[src/rtl/nv_pkg.sv]
// ============================================================================
// constants, register map and pin carrier for the nonvolatile sram host
// assumes a 40 MHz ref_clk and an external pull-up on the store-busy wire
// ============================================================================
package nv_pkg;
   // ========================================================================
   // clock and timing
   // ========================================================================
   localparam int CLK_MHZ     = 40;
   localparam int SYNC_DEPTH  = 2;
   localparam int ACCESS_NS   = 45;
   localparam int ACCESS_CYC  = (ACCESS_NS * CLK_MHZ + 999) / 1000;
   localparam int RD_CYC      = ACCESS_CYC + SYNC_DEPTH + 1;
   localparam int WR_PULSE_NS = 30;
   localparam int WR_CYC      = (WR_PULSE_NS * CLK_MHZ + 999) / 1000;
   localparam int HW_PULSE_NS = 15;
   localparam int HW_CYC      = (HW_PULSE_NS * CLK_MHZ + 999) / 1000;
   localparam int SS_US       = 70;
   localparam int SS_CYC      = SS_US * CLK_MHZ;
   localparam int DELAY_US    = 70;
   localparam int DELAY_CYC   = DELAY_US * CLK_MHZ;
   localparam int RECALL_US   = 100;
   localparam int RECALL_CYC  = RECALL_US * CLK_MHZ;
   localparam int STORE_MS    = 15;
   localparam int STORE_CYC   = STORE_MS * 1000 * CLK_MHZ;
   localparam int HRECALL_MS  = 20;
   localparam int HRECALL_CYC = HRECALL_MS * 1000 * CLK_MHZ;
   localparam int CNT_W       = 20;
   typedef logic [CNT_W-1:0] cnt_t;

   // ========================================================================
   // pins and command addresses
   // ========================================================================
   localparam int ADDR_W = 19;
   localparam int DATA_W = 8;
   localparam logic [4:0][15:0] SEQ_PREFIX =
      {16'h703F, 16'h7C1F, 16'h83E0, 16'hB1C7, 16'h4E38};
   localparam logic [15:0] SEQ_STORE  = 16'h8FC0;
   localparam logic [15:0] SEQ_RECALL = 16'h4C63;
   localparam logic [15:0] SEQ_AS_DIS = 16'h8B45;
   localparam logic [15:0] SEQ_AS_EN  = 16'h8B46;

   typedef logic [2:0] op_t;
   localparam op_t OP_READ      = 3'h1;
   localparam op_t OP_WRITE     = 3'h2;
   localparam op_t OP_SW_STORE  = 3'h3;
   localparam op_t OP_SW_RECALL = 3'h4;
   localparam op_t OP_AS_DIS    = 3'h5;
   localparam op_t OP_AS_EN     = 3'h6;
   localparam op_t OP_HW_STORE  = 3'h7;

   // ========================================================================
   // register map
   // ========================================================================
   localparam logic [4:0] REG_CMD    = 5'h00;
   localparam logic [4:0] REG_ADDR   = 5'h04;
   localparam logic [4:0] REG_WDATA  = 5'h08;
   localparam logic [4:0] REG_RDATA  = 5'h0C;
   localparam logic [4:0] REG_STATUS = 5'h10;
   localparam int ST_BUSY     = 0;
   localparam int ST_DEV_BUSY = 1;
   localparam int ST_REFUSED  = 2;
   localparam int ST_TIMEOUT  = 3;
   localparam logic [ADDR_W-1:0] ADDR_RST  = 19'h00000;
   localparam logic [DATA_W-1:0] WDATA_RST = 8'h00;

   typedef struct packed {
      logic              chip_sel_n;
      logic              write_n;
      logic              out_gate_n;
      logic [ADDR_W-1:0] addr_pins;
      logic [DATA_W-1:0] data_pins_out;
      logic              data_pins_oe;
      logic              store_busy_pin_n_out;
      logic              store_busy_pin_n_oe;
   } pin_out_s;

   localparam pin_out_s PINS_IDLE = '{chip_sel_n: 1'b1, write_n: 1'b1,
      out_gate_n: 1'b1, addr_pins: ADDR_RST, data_pins_out: WDATA_RST,
      data_pins_oe: 1'b0, store_busy_pin_n_out: 1'b0,
      store_busy_pin_n_oe: 1'b0};
endpackage

[src/rtl/nv_sram_host.sv]
// ============================================================================
// host controller driving a nonvolatile-shadowed 512K x 8 sram over its pins
// assumes software on the plain register port and an external pull-up on
// the open-drain store-busy wire; the bench resolves the two-way pins
// ============================================================================
`timescale 1ns/1ps
module nv_sram_host #(
   parameter int unsigned STORE_CYCLES   = nv_pkg::STORE_CYC,
   parameter int unsigned RESTORE_CYCLES = nv_pkg::HRECALL_CYC
) (
   input  wire logic                       ref_clk,
   input  wire logic                       rst,
   input  wire logic [4:0]                 bus_addr,
   input  wire logic [31:0]                bus_wdata,
   input  wire logic                       bus_wr,
   input  wire logic                       bus_rd,
   output logic      [31:0]                bus_rdata,
   output nv_pkg::pin_out_s                pins,
   input  wire logic [nv_pkg::DATA_W-1:0]  data_pins_in,
   input  wire logic                       store_busy_pin_n_in
);
   typedef enum logic [2:0] {
      S_PWRUP, S_IDLE, S_SETUP, S_STROBE, S_END, S_HWPULSE, S_WAIT, S_HOLD
   } state_e;

   state_e                     state;
   state_e                     next_state;
   logic [2:0]                 step;
   logic [2:0]                 next_step;
   nv_pkg::cnt_t               cnt;
   nv_pkg::cnt_t               next_cnt;
   nv_pkg::pin_out_s           next_pins;
   logic                       go;
   nv_pkg::op_t                op;
   logic [nv_pkg::ADDR_W-1:0]  addr_reg;
   logic [nv_pkg::DATA_W-1:0]  wdata_reg;
   logic [nv_pkg::DATA_W-1:0]  rdata_reg;
   logic [nv_pkg::DATA_W-1:0]  data_s;
   logic                       busy_s;
   logic                       refused;
   logic                       timed_out;
   logic                       is_cmd;
   logic                       host_busy;
   logic                       cmd_ok;

   // ========================================================================
   // pin synchronisers
   // ========================================================================
   pin_sync #(.W(nv_pkg::DATA_W), .RST_VAL(8'h00)) data_sync (
      .ref_clk (ref_clk),
      .rst     (rst),
      .d       (data_pins_in),
      .q       (data_s)
   );

   pin_sync #(.W(1), .RST_VAL(1'b1)) busy_sync (
      .ref_clk (ref_clk),
      .rst     (rst),
      .d       (store_busy_pin_n_in),
      .q       (busy_s)
   );

   // ========================================================================
   // address of each bus cycle
   // ========================================================================
   function automatic logic [nv_pkg::ADDR_W-1:0] seq_addr(
      input nv_pkg::op_t                o,
      input logic [2:0]                 s,
      input logic [nv_pkg::ADDR_W-1:0]  a);
      logic [15:0] low;
      low = nv_pkg::SEQ_STORE;
      if (o == nv_pkg::OP_READ || o == nv_pkg::OP_WRITE) begin
         return a;
      end
      if (s < 3'h5) begin
         low = nv_pkg::SEQ_PREFIX[s];
      end else if (o == nv_pkg::OP_SW_RECALL) begin
         low = nv_pkg::SEQ_RECALL;
      end else if (o == nv_pkg::OP_AS_DIS) begin
         low = nv_pkg::SEQ_AS_DIS;
      end else if (o == nv_pkg::OP_AS_EN) begin
         low = nv_pkg::SEQ_AS_EN;
      end
      return {3'h0, low};
   endfunction

   assign is_cmd = op inside {nv_pkg::OP_SW_STORE, nv_pkg::OP_SW_RECALL,
                              nv_pkg::OP_AS_DIS, nv_pkg::OP_AS_EN};
   assign host_busy = (state != S_IDLE) || go;
   // new work only while the host is idle and store-busy is released
   assign cmd_ok = !host_busy && busy_s && (bus_wdata[2:0] != 3'h0);

   // ========================================================================
   // sequencer
   // ========================================================================
   always_comb begin
      next_state = state;
      next_step  = step;
      next_cnt   = cnt;
      next_pins  = pins;
      unique case (state)
         S_PWRUP: begin
            // wait out the power-up recall with the chip deselected
            if (cnt == '0) next_state = S_IDLE;
            else next_cnt = cnt - 1'b1;
         end
         S_IDLE: begin
            if (go && op == nv_pkg::OP_HW_STORE) begin
               next_state = S_HWPULSE;
               next_pins.store_busy_pin_n_oe = 1'b1;
               next_cnt = nv_pkg::cnt_t'(nv_pkg::HW_CYC - 1);
            end else if (go) begin
               next_state = S_SETUP;
               next_step  = 3'h0;
               next_pins.addr_pins = seq_addr(op, 3'h0, addr_reg);
            end
         end
         S_SETUP: begin
            next_state = S_STROBE;
            next_pins.chip_sel_n = 1'b0;
            if (op == nv_pkg::OP_WRITE) begin
               next_pins.write_n       = 1'b0;
               next_pins.data_pins_out = wdata_reg;
               next_pins.data_pins_oe  = 1'b1;
               next_cnt = nv_pkg::cnt_t'(nv_pkg::WR_CYC - 1);
            end else begin
               next_pins.out_gate_n = 1'b0;
               next_cnt = nv_pkg::cnt_t'(nv_pkg::RD_CYC - 1);
            end
         end
         S_STROBE: begin
            if (cnt != '0) begin
               next_cnt = cnt - 1'b1;
            end else begin
               next_state = S_END;
               next_pins.chip_sel_n = 1'b1;
               next_pins.write_n    = 1'b1;
               next_pins.out_gate_n = 1'b1;
            end
         end
         S_END: begin
            next_pins.data_pins_oe = 1'b0;
            if (is_cmd && step < 3'h5) begin
               // address moves only while select is high
               next_step  = step + 3'h1;
               next_state = S_SETUP;
               next_pins.addr_pins = seq_addr(op, step + 3'h1, addr_reg);
            end else if (is_cmd) begin
               next_state = S_WAIT;
               next_cnt = (op == nv_pkg::OP_SW_RECALL)
                  ? nv_pkg::cnt_t'(nv_pkg::RECALL_CYC - 1)
                  : nv_pkg::cnt_t'(nv_pkg::SS_CYC - 1);
            end else begin
               next_state = S_IDLE;
            end
         end
         S_HWPULSE: begin
            if (cnt != '0) begin
               next_cnt = cnt - 1'b1;
            end else begin
               next_state = S_WAIT;
               next_pins.store_busy_pin_n_oe = 1'b0;
               next_cnt = nv_pkg::cnt_t'(nv_pkg::DELAY_CYC - 1);
            end
         end
         S_WAIT: begin
            // a skipped store leaves store-busy high and ends here
            if (cnt != '0) next_cnt = cnt - 1'b1;
            else if (busy_s) next_state = S_IDLE;
            else begin
               next_state = S_HOLD;
               next_cnt = nv_pkg::cnt_t'(STORE_CYCLES - 1);
            end
         end
         S_HOLD: begin
            if (busy_s || cnt == '0) next_state = S_IDLE;
            else next_cnt = cnt - 1'b1;
         end
      endcase
   end

   always_ff @(posedge ref_clk) begin
      if (rst) begin
         state <= S_PWRUP;
         step  <= 3'h0;
         cnt   <= nv_pkg::cnt_t'(RESTORE_CYCLES - 1);
         pins  <= nv_pkg::PINS_IDLE;
      end else begin
         state <= next_state;
         step  <= next_step;
         cnt   <= next_cnt;
         pins  <= next_pins;
      end
   end

   // ========================================================================
   // register port
   // ========================================================================
   always_ff @(posedge ref_clk) begin
      if (rst) begin
         go        <= 1'b0;
         op        <= nv_pkg::OP_READ;
         addr_reg  <= nv_pkg::ADDR_RST;
         wdata_reg <= nv_pkg::WDATA_RST;
         refused   <= 1'b0;
         timed_out <= 1'b0;
      end else begin
         go <= 1'b0;
         if (bus_wr && bus_addr == nv_pkg::REG_STATUS) begin
            if (bus_wdata[nv_pkg::ST_REFUSED]) refused <= 1'b0;
            if (bus_wdata[nv_pkg::ST_TIMEOUT]) timed_out <= 1'b0;
         end
         if (bus_wr && bus_addr == nv_pkg::REG_ADDR && !host_busy)
            addr_reg <= bus_wdata[nv_pkg::ADDR_W-1:0];
         if (bus_wr && bus_addr == nv_pkg::REG_WDATA && !host_busy)
            wdata_reg <= bus_wdata[nv_pkg::DATA_W-1:0];
         if (bus_wr && bus_addr == nv_pkg::REG_CMD) begin
            if (cmd_ok) begin
               go <= 1'b1;
               op <= bus_wdata[2:0];
            end else begin
               refused <= 1'b1;
            end
         end
         if (state == S_HOLD && !busy_s && cnt == '0) timed_out <= 1'b1;
      end
   end

   always_ff @(posedge ref_clk) begin
      if (rst) begin
         rdata_reg <= nv_pkg::WDATA_RST;
      end else if (state == S_STROBE && cnt == '0
                   && op == nv_pkg::OP_READ) begin
         rdata_reg <= data_s;
      end
   end

   always_ff @(posedge ref_clk) begin
      if (rst) begin
         bus_rdata <= 32'h0;
      end else begin
         bus_rdata <= 32'h0;
         if (bus_rd) begin
            unique case (bus_addr)
               nv_pkg::REG_CMD:    bus_rdata <= {29'h0, op};
               nv_pkg::REG_ADDR:   bus_rdata <= {13'h0, addr_reg};
               nv_pkg::REG_WDATA:  bus_rdata <= {24'h0, wdata_reg};
               nv_pkg::REG_RDATA:  bus_rdata <= {24'h0, rdata_reg};
               nv_pkg::REG_STATUS: bus_rdata <= {28'h0, timed_out, refused,
                                                 !busy_s, host_busy};
               default:            bus_rdata <= 32'h0;
            endcase
         end
      end
   end
endmodule

[src/rtl/pin_sync.sv]
// ============================================================================
// two-flop synchroniser for pins that arrive from outside ref_clk
// assumes a synchronous active-high reset
// ============================================================================
`timescale 1ns/1ps
module pin_sync #(
   parameter int            W       = 1,
   parameter logic [W-1:0]  RST_VAL = '0
) (
   input  wire logic          ref_clk,
   input  wire logic          rst,
   input  wire logic [W-1:0]  d,
   output logic      [W-1:0]  q
);
   logic [W-1:0] meta;

   always_ff @(posedge ref_clk) begin
      if (rst) begin
         meta <= RST_VAL;
         q    <= RST_VAL;
      end else begin
         meta <= d;
         q    <= meta;
      end
   end
endmodule

[config.mk]
export PLATFORM = sky130hd
export DESIGN_NAME = nv_sram_host
export DESIGN_NICKNAME = d
export VERILOG_FILES = /design/src/rtl/nv_pkg.sv /design/src/rtl/nv_sram_host.sv /design/src/rtl/pin_sync.sv
export SDC_FILE = /design/constraint.sdc
export NUM_CORES = 1
export LEC_CHECK = 0
export BUFFER_PORTS_ARGS = -buffer_cell sky130_fd_sc_hd__buf_2
export CAP_MARGIN = 5
export CORE_MARGIN = 2
export CORE_UTILIZATION = 55
export CTS_BUF_LIST = sky130_fd_sc_hd__clkbuf_16
export DETAILED_ROUTE_END_ITERATION = 8
export GPL_ROUTABILITY_DRIVEN = 0
export PLACE_DENSITY = 0.79
export SYNTH_ARGS = -nofsm -noshare
export SYNTH_HDL_FRONTEND = slang
export SYNTH_SLANG_ARGS = --single-unit
[constraint.sdc]
create_clock -name ref_clk -period 3.9 [get_ports ref_clk]
set_input_delay 0.78 -clock ref_clk [delete_from_list [all_inputs] [get_ports ref_clk]]
set_output_delay 0.78 -clock ref_clk [all_outputs]
set_load 0.01 [all_outputs]
# After elaboration in Yosys (flattened, before gate mapping)
# Memories as Yosys holds them, arrays and structs flattened.
# Index checks and enable logic that the tools add are counted.
# W data, S select, Z words.
[op_classes]
n_eq_ne = 37
n_mux = 63
addsub = 2
reduce_logical = 44
bitwise = 2
order_cmp = 3
[ops]
columns = ["op", "n"]
rows = [
  ["$mux W20", 9],
  ["$pmux W20 S8", 1],
  ["$mux W19", 6],
  ["$pmux W19 S5", 1],
  ["$mux W16", 3],
  ["$mux W3", 15],
  ["$pmux W19 S2", 1],
  ["$mux W11", 3],
  ["$ne A2 B2 Y1 const B", 16],
  ["$eq A3 B3 Y1 const B", 8],
  ["$pmux W3 S8", 1],
  ["$logic_not A20 Y1", 1],
  ["$reduce_bool A20 Y1", 1],
  ["$sub A20 B1 Y20 const B", 1],
  ["$mux W1", 19],
  ["$logic_and A1 B1 Y1", 14],
  ["$eq A3 B2 Y1 const B", 4],
  ["$pmux W3 S2", 2],
  ["$reduce_bool A2 Y1", 6],
  ["$eq A5 B4 Y1 const B", 2],
  ["$reduce_and A2 Y1", 5],
  ["$reduce_and A3 Y1", 3],
  ["$reduce_and A7 Y1", 1],
  ["$eq A3 B1 Y1 const B", 2],
  ["other kinds (18)", 26],
]
[totals]
word_cells = 174
memories = 1
out_inout_bits = 65
input_bits = 50
reg_bits = 149
rom_bits = 128
[memory_table]
columns = ["memory", "depth", "word_bits", "rd", "rd_ports_with_merged_regs", "wr", "line", "source"]
rows = [
  ["(name not given)", 8, 16, 1, 0, 0, "nv_sram_host.sv:76", "low = nv_pkg::SEQ_PREFIX[s];"],
]

# Depth between registers and ports, before layout
# Gate-level depths: netlist of the first run.
[logic_depth]
word_depth = 10
ltp_mapped = 10
ltp_nobuf = 8

# By module
# A second synthesis of the first run with hierarchy kept.
[unflattened]
cells_unflattened = 756
hier_area_um2 = 6322.3
[by_module_without_submodules]
columns = ["mod", "cells_each", "instances", "seq_area_each_um2", "area_each_um2"]
rows = [
  ["nv_sram_host", 719, 1, 2362.3, 5805.6],
  ["pin_sync (data_sync)", 33, 1, 320.3, 464.2],
  ["pin_sync (busy_sync)", 4, 1, 40.0, 52.6],
]

# Least setup slack after synthesis of the first run
# No wires, ideal clock.
[synth_timing]
path_kind = "register to register"
startpoint = "reg cnt[4]"
endpoint = "reg cnt[15]"
t_required_ns = 3.783
period_less_slack_ns = 2.411
path_stages_with_launch = 10
t_arrival_ns = 2.293
n_path_buf = 3
setup_slack_ns = 1.489
setup_time_ns = 0.117
path_cell_list = "dfxtp_1 buf_6 or4_4 buf_6 nor4_4 and2_4 buf_12 o211ai_4 a211o_1 a32o_1"
[synth_via]
elab_chain_len = 4
word_cells_on_any_way = 15
cone_classes = "add/sub (1); eq/ne (4); mux (6); reduce/logical (4)"
[synth_rtl]
columns = ["element", "line", "source"]
rows = [
  ["from (decl)", "nv_sram_host.sv:30", "nv_pkg::cnt_t cnt;"],
  ["from (signal assigned)", "nv_sram_host.sv:186", "cnt <= nv_pkg::cnt_t'(RESTORE_CYCLES - 1);"],
  ["from (signal assigned)", "nv_sram_host.sv:191", "cnt <= next_cnt;"],
  ["parallel branches: the longest is 4 deep, another holds $sub A20 B1 Y20", "n/a", ""],
]
# Parallel ways; which one is timed is not known. The select of a mux whose other input is x is not followed.
# A chain may end at the register's enable or synchronous reset.

# Final worst setup path of the first run
[layout_timing]
startpoint = "reg cnt[11]"
endpoint = "reg cnt[3]"
[layout_via]
elab_chain_len = 4
word_cells_on_any_way = 11
cone_classes = "eq/ne (4); mux (3); reduce/logical (4)"
[layout_rtl]
columns = ["element", "line", "source"]
rows = [
  ["$logic_not A20 Y1", "nv_sram_host.sv:104, nv_sram_host.sv:176", ""],
  ["$logic_or A1 B1 Y1", "nv_sram_host.sv:176", "if (busy_s || cnt == '0) next_state = S_IDLE;"],
  ["$ne A2 B2 Y1 (no source line)", "n/a", ""],
  ["$reduce_and A7 Y1 (no source line)", "n/a", ""],
]
# Parallel ways exist; a longest one is shown, timed or not.

==> out/summary.txt, run 1 <==
# H-tree levels: 4
DRT Wirelength: 15.7 mm
Vias in the first global route: 5221
Clk slew on worst S/H paths: 0.05 ns
Largest registers: pins (32), cnt (20)
Leading area contributor after synthesis: dfxtp_1
Largest Register: pins
Initial Util: 55.7%
FP Rows: 39
Place WS: 0.880 ns
Post-synthesis compound-gate area fraction: 20.3%
Grt ovf: 0
Initial DRC Count: 536
I/O Buffers: 87
CTS Hold Bufs: 0
CTS max path bufs: 2
Routed Antenna Nets: 0
Worst reg2reg setup slack: 0.77 ns
Post-synth top flop: dfxtp_1
Req. time, crit path: 4.20 ns
Crit path DAT: 3.43 ns
Initial antenna violation count: 0
Vias: 5775
Portion of netlist area occupied by mux cells: 5.80%
Avg Cell Area, Syn: 8.42 um^2
Max-cap violations: 0
DP Wirelength: 10.6 mm
Leading post-synthesis cells by cell area: dfxtp_1 (43%), a21oi_1 (5.7%), nand2_1 (5.4%), mux2i_1 (5.3%), nor2_1 (4.8%)
Post-synth top cells: dfxtp_1 (136), nand2_1 (91), nor2_1 (81)
Sequential area share after synthesis: 43.4%
First-pass GRT wire length: 25.4 mm
Post-synth top area share: 43.4%
Postcts setup bufs: 0
Synth Area in Simple Gates: 22.2%
Gates resized, CTS repair: 0
Synth warn: 0
Setup Crit Path Kind: reg2reg
Final worst setup slack: 0.770 ns
P per Cell Area: 559 nW/um^2
Die X: 111 um
Leak pwr: 0.00297 uW
Area delta synth->final: 15.2%
Distinct cell type count after synthesis: 70
Register area: 2720 um^2
Syn Inst Count: 745
DRC Markers: 0
Die height: 111 um
Clock Skew: 0.0131 ns
Setup violators final: 0
Post-synthesis adder-cell area fraction: 0.598%
Die area: 12300 um^2
Most common cell in the synthesized netlist: dfxtp_1
Synth Cell Area: 6270 um^2
Period minus WS final: 3.13 ns
Synthesized flop and latch total: 136
Hold Violations, Final: 0
Post-synth EDFFs: 0
Setup TNS: 0 ns
Slew @ Worst Pin: 1.04 ns
Largest net degree at the start of global routing: 101
RSZ-0062 raised after global routing: no
Async S/R FF share, synth: 0%
Worst min path class: reg2reg
CTS Buf Count: 17
Crit. End Element: flop
Final period util: 80.2%
I/O pins: 115
Final slew viol count: 0
Setup crit start kind: flop
Clock Root Buffer: clkbuf_16
CTS tree: built
Clk Latency, worst-skew pair: 0.43 ns
Run status: finished, final reports clean
Vias per std cell: 6.00
Tot GR Track Use: 25.5%
Post-synthesis xor/xnor area fraction: 1.40%
Total Nets Final: 860
Peak supply drop: 0.370 mV
Critical path peak fanout: 17
Largest family of logic cells by synthesized area: simple AND/OR/NAND/NOR gates
Share of layout cells above drive strength 1: 17.3%
Pwr Total: 4040 uW
Area occupied by multi-input gates: 3220 um^2
Fmax: 320 MHz
Slew margin rel.: 30.7%
Fill cell count: 933
Area of the core: 11300 um^2
Max reg flops: 32
DR WL/cell: 16.3 um
DRT Pass-1 Iters: 6
Clk sinks: 136
Antenna diode count: 0
==> worst max-delay path: stages (launching register included) <==
cell and delay [ns]:
dfxtp_1 0.36, or4_1 0.63, nor4_4 0.48, and2_4 0.34, a21o_1 0.55, nor2_1 0.31
a311o_1 0.34
==> through the flow <==
stage                     cells  hold WS [ns]  cell area (um^2)  utilization (%)
after detailed placement    931         0.405              6670             59.1
final                       963         0.410              7230             64.1
after CTS                   963         0.418              7230             64.1
after floorplan             758         0.389              6320                -
after global placement      931         0.401              6670             59.1
after global routing        963         0.425              7230             64.1
==> cell type report <==
cell class / instances / share of cell area, %
Clock buffer: 17 / 5.88
Clock inverter: 15 / 1.92
Inverter: 10 / 0.519
Multi-Input combinational cell: 546 / 44.6
Sequential cell: 136 / 37.7
Tap cell: 143 / 2.47
Timing Repair Buffer: 96 / 6.96
==> layer usage <==
layer / share of wire, % / GRT usage (%) / vias up
met5: 0 / 0 / -
met4: 2.8 / 13.0 / 0
met3: 7.3 / 7.22 / 43
met2: 47 / 38.5 / 285
met1: 43 / 33.3 / 2694
li1: - / - / 2753
==> cells in the final DEF, fill, tap and decap left out, types with 7 or more instances in the layout <==
cell       synthesis  routed
a21o_1             7       7
nand4_1            8       8
o211ai_1          11      11
nor4_1             7       7
nor3_1            13      11
clkbuf_16          0      17
nand3_1           15      15
conb_1             1      14
nor2b_1           21      21
a31oi_1           12      12
nand2_1           91      91
and2_1            14      14
buf_2              5      87
nor2_1            81      81
dfxtp_1          136     136
a21oi_1           72      72
mux2i_1           33      33
buf_4             17       9
o21ai_0           37      37
xor2_1             7       7
inv_1             10      13
==> logic make-up (layout without fill, tap and decap cells) <==
| group | after synthesis | after routing |
|---|---|---|
| multiplexers | 36 | 36 |
| AND/OR/NAND/NOR | 286 | 286 |
| flip-flops | 136 | 136 |
| AO/OA/AOI/OAI | 197 | 197 |
| XOR/XNOR | 10 | 10 |
| buffers and inverters | 76 | 138 |
| other | 1 | 14 |
| adder cells (fa/ha/maj) | 3 | 3 |
==> worst paths after layout <==
kind / startpoint / endpoint / cells past startpoint
hold / removal: busy_sync.meta$_SDFF_PP1_ / busy_sync.q$_SDFF_PP1_ / 1
setup reg to reg: cnt[11]$_SDFFE_PP0P_ / cnt[3]$_SDFFE_PP1P_ / 6
hold reg to reg: busy_sync.meta$_SDFF_PP1_ / busy_sync.q$_SDFF_PP1_ / 1
setup / recovery: cnt[11]$_SDFFE_PP0P_ / cnt[3]$_SDFFE_PP1P_ / 6
==> report_power, final <==
part           internal (uW)  switching (uW)  total [uW]  leakage [uW]
registers               1520             151        1670       0.00110
clock network            929             590        1520      0.000282
logic                    325             528         853       0.00158
total                   2770            1270        4040       0.00297
No activity file was read; power rests on OpenSTA's default activity.
==> run 2: changes to the inputs <==
- CORE_UTILIZATION: 55 -> 50
- PLACE_DENSITY: 0.79 -> 0.76
- clock period: 3.9 -> 2.7 ns (I/O delays scaled with it)
==> out/summary.txt, run 2 (synthesized netlist as in run 1, its figures left out) <==
Leak pwr: 0.00313 uW (was 0.00297 uW)
Min-delay src: store_busy_pin_n_in (was busy_sync.meta$_SDFF_PP1_)
Period minus WS final: 2.53 ns (was 3.13 ns)
Reg2reg start: cnt[0]$_SDFFE_PP1P_ (was cnt[11]$_SDFFE_PP0P_)
Combinational power share: 22.9% (was 21.1%)
Max reg flops: 32 (unchanged)
Largest registers: pins (32), cnt (20) (unchanged)
Critical path peak fanout: 11 (was 17)
Setup TNS: 0 ns (unchanged)
Run status: finished, final reports clean (unchanged)
CTS max path bufs: 2 (unchanged)
Initial Util: 51.8% (was 55.7%)
DRT Wirelength: 16.7 mm (was 15.7 mm)
Crit. End Element: flop (unchanged)
Grt ovf: 0 (unchanged)
Fill cell count: 1060 (was 933)
Switching share of power: 31.5% (was 31.4%)
Commonest non-fill, non-tap cell in the layout: dfxtp_1 (unchanged)
Share of layout cells above drive strength 1: 20.8% (was 17.3%)
DRC Markers: 0 (unchanged)
Crit path DAT: 2.84 ns (was 3.43 ns)
Die area: 13500 um^2 (was 12300 um^2)
I/O Buffers: 87 (unchanged)
Clk sinks: 136 (unchanged)
Clock Skew: 0.0109 ns (was 0.0131 ns)
DP Wirelength: 11.6 mm (was 10.6 mm)
DRT Pass-1 Iters: 5 (was 6)
Tot GR Track Use: 25.8% (was 25.5%)
Setup crit start kind: flop (unchanged)
Vias: 5848 (was 5775)
Register area: 2720 um^2 (unchanged)
DR WL/cell: 16.4 um (was 16.3 um)
Area of the core: 12100 um^2 (was 11300 um^2)
Slew @ Worst Pin: 0.662 ns (was 1.04 ns)
I/O pins: 115 (unchanged)
Postcts setup bufs: 0 (unchanged)
Critical Path Max Stage Delay: 0.43 ns (was 0.63 ns)
Int Power: 4210 uW (was 2770 uW)
Fmax: 396 MHz (was 320 MHz)
CTS Buf Count: 17 (unchanged)
Vias per std cell: 5.75 (was 6.00)
Worst-path cell chain: inv_1, ha_1, nor4b_2, and3_1, and2_4, a21o_1, buf_4, o31a_1, a311o_1 (was or4_1, nor4_4, and2_4, a21o_1, nor2_1, a311o_1)
Largest Register: pins (unchanged)
Seq pwr share: 38.6% (was 41.3%)
Hold Violations, Final: 0 (unchanged)
Most frequent cells in the layout: dfxtp_1 (136), nand2_1 (90), buf_2 (87) (was dfxtp_1 (136), nand2_1 (91), buf_2 (87))
Slew margin rel.: 55.4% (was 30.7%)
Clock share of power: 38.5% (was 37.6%)
FP Rows: 40 (was 39)
Die X: 116 um (was 111 um)
Clock Root Buffer: clkbuf_16 (unchanged)
Worst min path class: in2reg (was reg2reg)
Max-cap violations: 0 (unchanged)
Critical path origin: cnt[0]$_SDFFE_PP1P_ (was cnt[11]$_SDFFE_PP0P_)
Initial DRC Count: 493 (was 536)
Largest net degree at the start of global routing: 87 (was 101)
Final period util: 93.5% (was 80.2%)
# H-tree levels: 4 (unchanged)
Peak supply drop: 0.561 mV (was 0.370 mV)
Place WS: 0.161 ns (was 0.880 ns)
Routed Antenna Nets: 0 (unchanged)
Slowest cell on crit path: dfxtp_1 (was or4_1)
Finished Cell Area: 7540 um^2 (was 7230 um^2)
Die height: 116 um (was 111 um)
Total Nets Final: 889 (was 860)
Final worst setup slack: 0.175 ns (was 0.770 ns)
Dpl cell area: 6930 um^2 (was 6670 um^2)
Initial antenna violation count: 0 (unchanged)
CTS tree: built (unchanged)
Area delta synth->final: 20.1% (was 15.2%)
Clk slew on worst S/H paths: 0.06 ns (was 0.05 ns)
CTS Hold Bufs: 0 (unchanged)
Req. time, crit path: 3.02 ns (was 4.20 ns)
RSZ-0062 raised after global routing: no (unchanged)
Clk Latency, worst-skew pair: 0.43 ns (about the same)
P_sw: 1930 uW (was 1270 uW)
Area occupied by multi-input gates: 3230 um^2 (was 3220 um^2)
Final slew viol count: 0 (unchanged)
P per Cell Area: 815 nW/um^2 (was 559 nW/um^2)
First-pass GRT wire length: 27.1 mm (was 25.4 mm)
Vias in the first global route: 5585 (was 5221)
Setup Crit Path Kind: reg2reg (unchanged)
Antenna diode count: 0 (unchanged)
Setup violators final: 0 (unchanged)
-- run 2: changes by cell type in the layout (fill, tap and decap cells not counted), moves of 2 or more --
cell	delta
clkinv_1	-2
inv_1	-2
buf_4	+28
inv_6	+3
-- run 2: layer usage --
| layer | share of wire (%) | GRT usage (%) | vias to the layer above | routed length [um] |
|---|---|---|---|---|
| met5 | 0 | 0 | - | 0 |
| met3 | 7.1 | 6.22 | 43 | 1190 |
| met1 | 41 | 31.6 | 2742 | 6930 |
| li1 | - | - | 2803 | - |
| met2 | 49 | 42.3 | 260 | 8110 |
| met4 | 2.9 | 13.2 | 0 | 492 |
-- run 2: critical path: cells and delay by family, from the launching register on --
kind                       cells  cell delay [ns]
buffers and inverters          2             0.31
DFF                            1             0.43
and+or+nand+nor                3             0.62
adders and majority gates      1             0.21
AOI/OAI and AO/OA              3             0.86
-- run 2: power groups by stage --
stage / clock network [uW] / logic, uW / registers, uW
floorplan: 0 / 951 / 2370
global placement: 0 / 1310 / 2390
detailed placement: 0 / 1360 / 2410
CTS: 2390 / 1380 / 2360
global route: 2490 / 1540 / 2390
finish: 2360 / 1410 / 2370
-- run 2: cell type report --
| cell class | instances | area share (%) |
|---|---|---|
| inverter | 10 | 0.498 |
| clock buffer | 17 | 5.64 |
| multi-input combinational | 546 | 42.9 |
| timing repair buffer | 125 | 9.73 |
| sequential | 136 | 36.1 |
| tap | 168 | 2.79 |
| clock inverter | 15 | 2.34 |
-- run 2: worst paths after layout --
kind	cells after the start	slack [ns]	to
hold / removal	2	0.30	busy_sync.meta$_SDFF_PP1_
setup reg to reg	9	0.17	cnt[3]$_SDFFE_PP1P_
hold reg to reg	1	0.41	busy_sync.q$_SDFF_PP1_
setup / recovery	9	0.17	cnt[3]$_SDFFE_PP1P_
-- run 2: timing repair --
| item | 4_1_cts | 5_1_grt |
|---|---|---|
| endpoints found under the setup margin | 0 | 13 |
| endpoints found under the hold margin | 0 | 0 |
| resized for setup | 0 | 2 |
-- run 2: through the flow --
| step | std cells | util [%] | hold WS [ns] | total power, uW |
|---|---|---|---|---|
| floorplan | 758 | - | 0.389 | 3320 |
| global placement | 985 | 57.2 | 0.405 | 3710 |
| detailed placement | 985 | 57.2 | 0.403 | 3770 |
| CTS | 1017 | 62.2 | 0.292 | 6130 |
| global route | 1017 | 62.2 | 0.296 | 6420 |
| finish | 1017 | 62.2 | 0.302 | 6140 |
==> run 3: changes to the inputs <==
- CORE_ASPECT_RATIO: default -> 0.5
- SLEW_MARGIN: default -> 20
==> out/summary.txt, run 3 (synthesized netlist as in run 1, its figures left out) <==
Setup Crit Path Kind: reg2reg (unchanged)
DRT Wirelength: 16.3 mm (was 16.7 mm)
Max-cap violations: 0 (unchanged)
CTS tree: built (unchanged)
Tot GR Track Use: 24.8% (was 25.8%)
DR WL/cell: 16.1 um (was 16.4 um)
Worst-path cell chain: or4_1, nor4_4, buf_4, a41o_1, nor3b_2, a211oi_1, a2111oi_2 (was inv_1, ha_1, nor4b_2, and3_1, and2_4, a21o_1, buf_4, o31a_1, a311o_1)
Setup TNS: 0 ns (unchanged)
Critical Path Stages: 7 (was 9)
DRC Markers: 0 (unchanged)
Slew @ Worst Pin: 0.800 ns (was 0.662 ns)
Slew margin rel.: 46.5% (was 55.4%)
Leak pwr: 0.00312 uW (was 0.00313 uW)
Grt ovf: 0 (unchanged)
Final period util: 93.1% (was 93.5%)
Die area: 13500 um^2 (about the same)
Clk Latency, worst-skew pair: 0.43 ns (about the same)
Postcts setup bufs: 0 (unchanged)
Place WS: 0.00848 ns (was 0.161 ns)
Largest net degree at the start of global routing: 56 (was 87)
Clock Root Buffer: clkbuf_16 (unchanged)
Initial antenna violation count: 0 (unchanged)
Routed Antenna Nets: 0 (unchanged)
Critical Path Max Stage Delay: 0.60 ns (was 0.43 ns)
Hold Violations, Final: 0 (unchanged)
Die X: 162 um (was 116 um)
Run status: finished, final reports clean (unchanged)
CTS max path bufs: 2 (unchanged)
Period minus WS final: 2.51 ns (was 2.53 ns)
Final slew viol count: 0 (unchanged)
Antenna diode count: 0 (unchanged)
Most frequent cells in the layout: dfxtp_1 (136), nand2_1 (91), buf_2 (86) (was dfxtp_1 (136), nand2_1 (90), buf_2 (87))
P per Cell Area: 790 nW/um^2 (was 815 nW/um^2)
First-pass GRT wire length: 27.0 mm (was 27.1 mm)
Slowest cell on crit path: or4_1 (was dfxtp_1)
WP buf/inv: 1 (was 2)
Share of layout cells above drive strength 1: 21.2% (was 20.8%)
# H-tree levels: 4 (unchanged)
DRT Pass-1 Iters: 5 (unchanged)
I/O pins: 115 (unchanged)
Commonest non-fill, non-tap cell in the layout: dfxtp_1 (unchanged)
FP Rows: 28 (was 40)
Initial Util: 52.2% (was 51.8%)
Max reg flops: 32 (unchanged)
CTS Buf Count: 17 (unchanged)
Req. time, crit path: 3.01 ns (was 3.02 ns)
Crit. End Element: flop (unchanged)
Worst min path class: in2reg (unchanged)
Largest registers: pins (32), cnt (20) (unchanged)
Setup violators final: 0 (unchanged)
Crit path DAT: 2.83 ns (was 2.84 ns)
WHS Path Cells: 2 (unchanged)
Peak supply drop: 0.421 mV (was 0.561 mV)
Crit-path leading delay family: simple AND/OR/NAND/NOR gates (was compound AO/OA/AOI/OAI gates)
Fill cell count: 1025 (was 1060)
Clk slew on worst S/H paths: 0.06 ns (about the same)
Final worst setup slack: 0.187 ns (was 0.175 ns)
Vias per std cell: 5.70 (was 5.75)
Setup crit start kind: flop (unchanged)
Vias in the first global route: 5581 (was 5585)
Die height: 83.2 um (was 116 um)
Critical path peak fanout: 9 (was 11)
Area of the core: 12000 um^2 (was 12100 um^2)
Largest Register: pins (unchanged)
DP Wirelength: 11.2 mm (was 11.6 mm)
RSZ-0062 raised after global routing: no (unchanged)
R2R depth: 7 (was 9)
Clk sinks: 136 (unchanged)
Total Nets Final: 891 (was 889)
Initial DRC Count: 372 (was 493)
Area delta synth->final: 19.7% (was 20.1%)
I/O Buffers: 87 (unchanged)
Fmax: 398 MHz (was 396 MHz)
Vias: 5789 (was 5848)
Clock Skew: 0.0133 ns (was 0.0109 ns)
==> run 3: timing repair <==
action / CTS / global route
endpoints found under the setup margin: 1 / 6
resized for setup: 1 / 2
hold buffers: 0 / 0
==> run 3: final cells by class <==
| class | instances | area, um^2 | area share (%) |
|---|---|---|---|
| repair buffers | 127 | 763 | 10.2 |
| clock inverters | 15 | 116 | 1.55 |
| clock buffers | 17 | 425 | 5.66 |
| inverters | 10 | 37.5 | 0.500 |
| well taps | 165 | 206 | 2.75 |
| flip-flops and latches | 136 | 2720 | 36.2 |
| multi-input cells | 546 | 3240 | 43.1 |
==> run 3: worst paths after layout <==
path / start / to / slack, ns
min reg2reg: busy_sync.meta$_SDFF_PP1_ / busy_sync.q$_SDFF_PP1_ / 0.41
min: store_busy_pin_n_in / busy_sync.meta$_SDFF_PP1_ / 0.31
max reg2reg: cnt[12]$_SDFFE_PP1P_ / cnt[9]$_SDFFE_PP0P_ / 0.19
max: cnt[12]$_SDFFE_PP1P_ / cnt[9]$_SDFFE_PP0P_ / 0.19
==> run 3: power breakdown <==
group / internal, uW / leakage [uW] / switching [uW]
clock network: 1190 / 0.000266 / 948
logic: 583 / 0.00175 / 823
registers: 2190 / 0.00110 / 200
==> run 3: stage by stage <==
step | instances | instance area, um^2 | power (uW) | hold WS (ns) | utilization, %
after global routing | 1016 | 7510 | 6220 | 0.313 | 62.5
after global placement | 984 | 6950 | 3740 | 0.400 | 57.9
after floorplan | 758 | 6320 | 3320 | 0.389 | -
after CTS | 1016 | 7500 | 5920 | 0.303 | 62.4
after detailed placement | 984 | 6950 | 3770 | 0.401 | 57.9
final | 1016 | 7510 | 5930 | 0.311 | 62.5
==> run 3: per-layer routing <==
metal  track usage, %  share of wire, %  vias to the layer above
li1                 -                 -                     2819
met3             5.94               7.4                       33
met1             31.2                44                     2713
met5                0                 0                        -
met4             10.5               2.2                        0
met2             40.9                46                      224
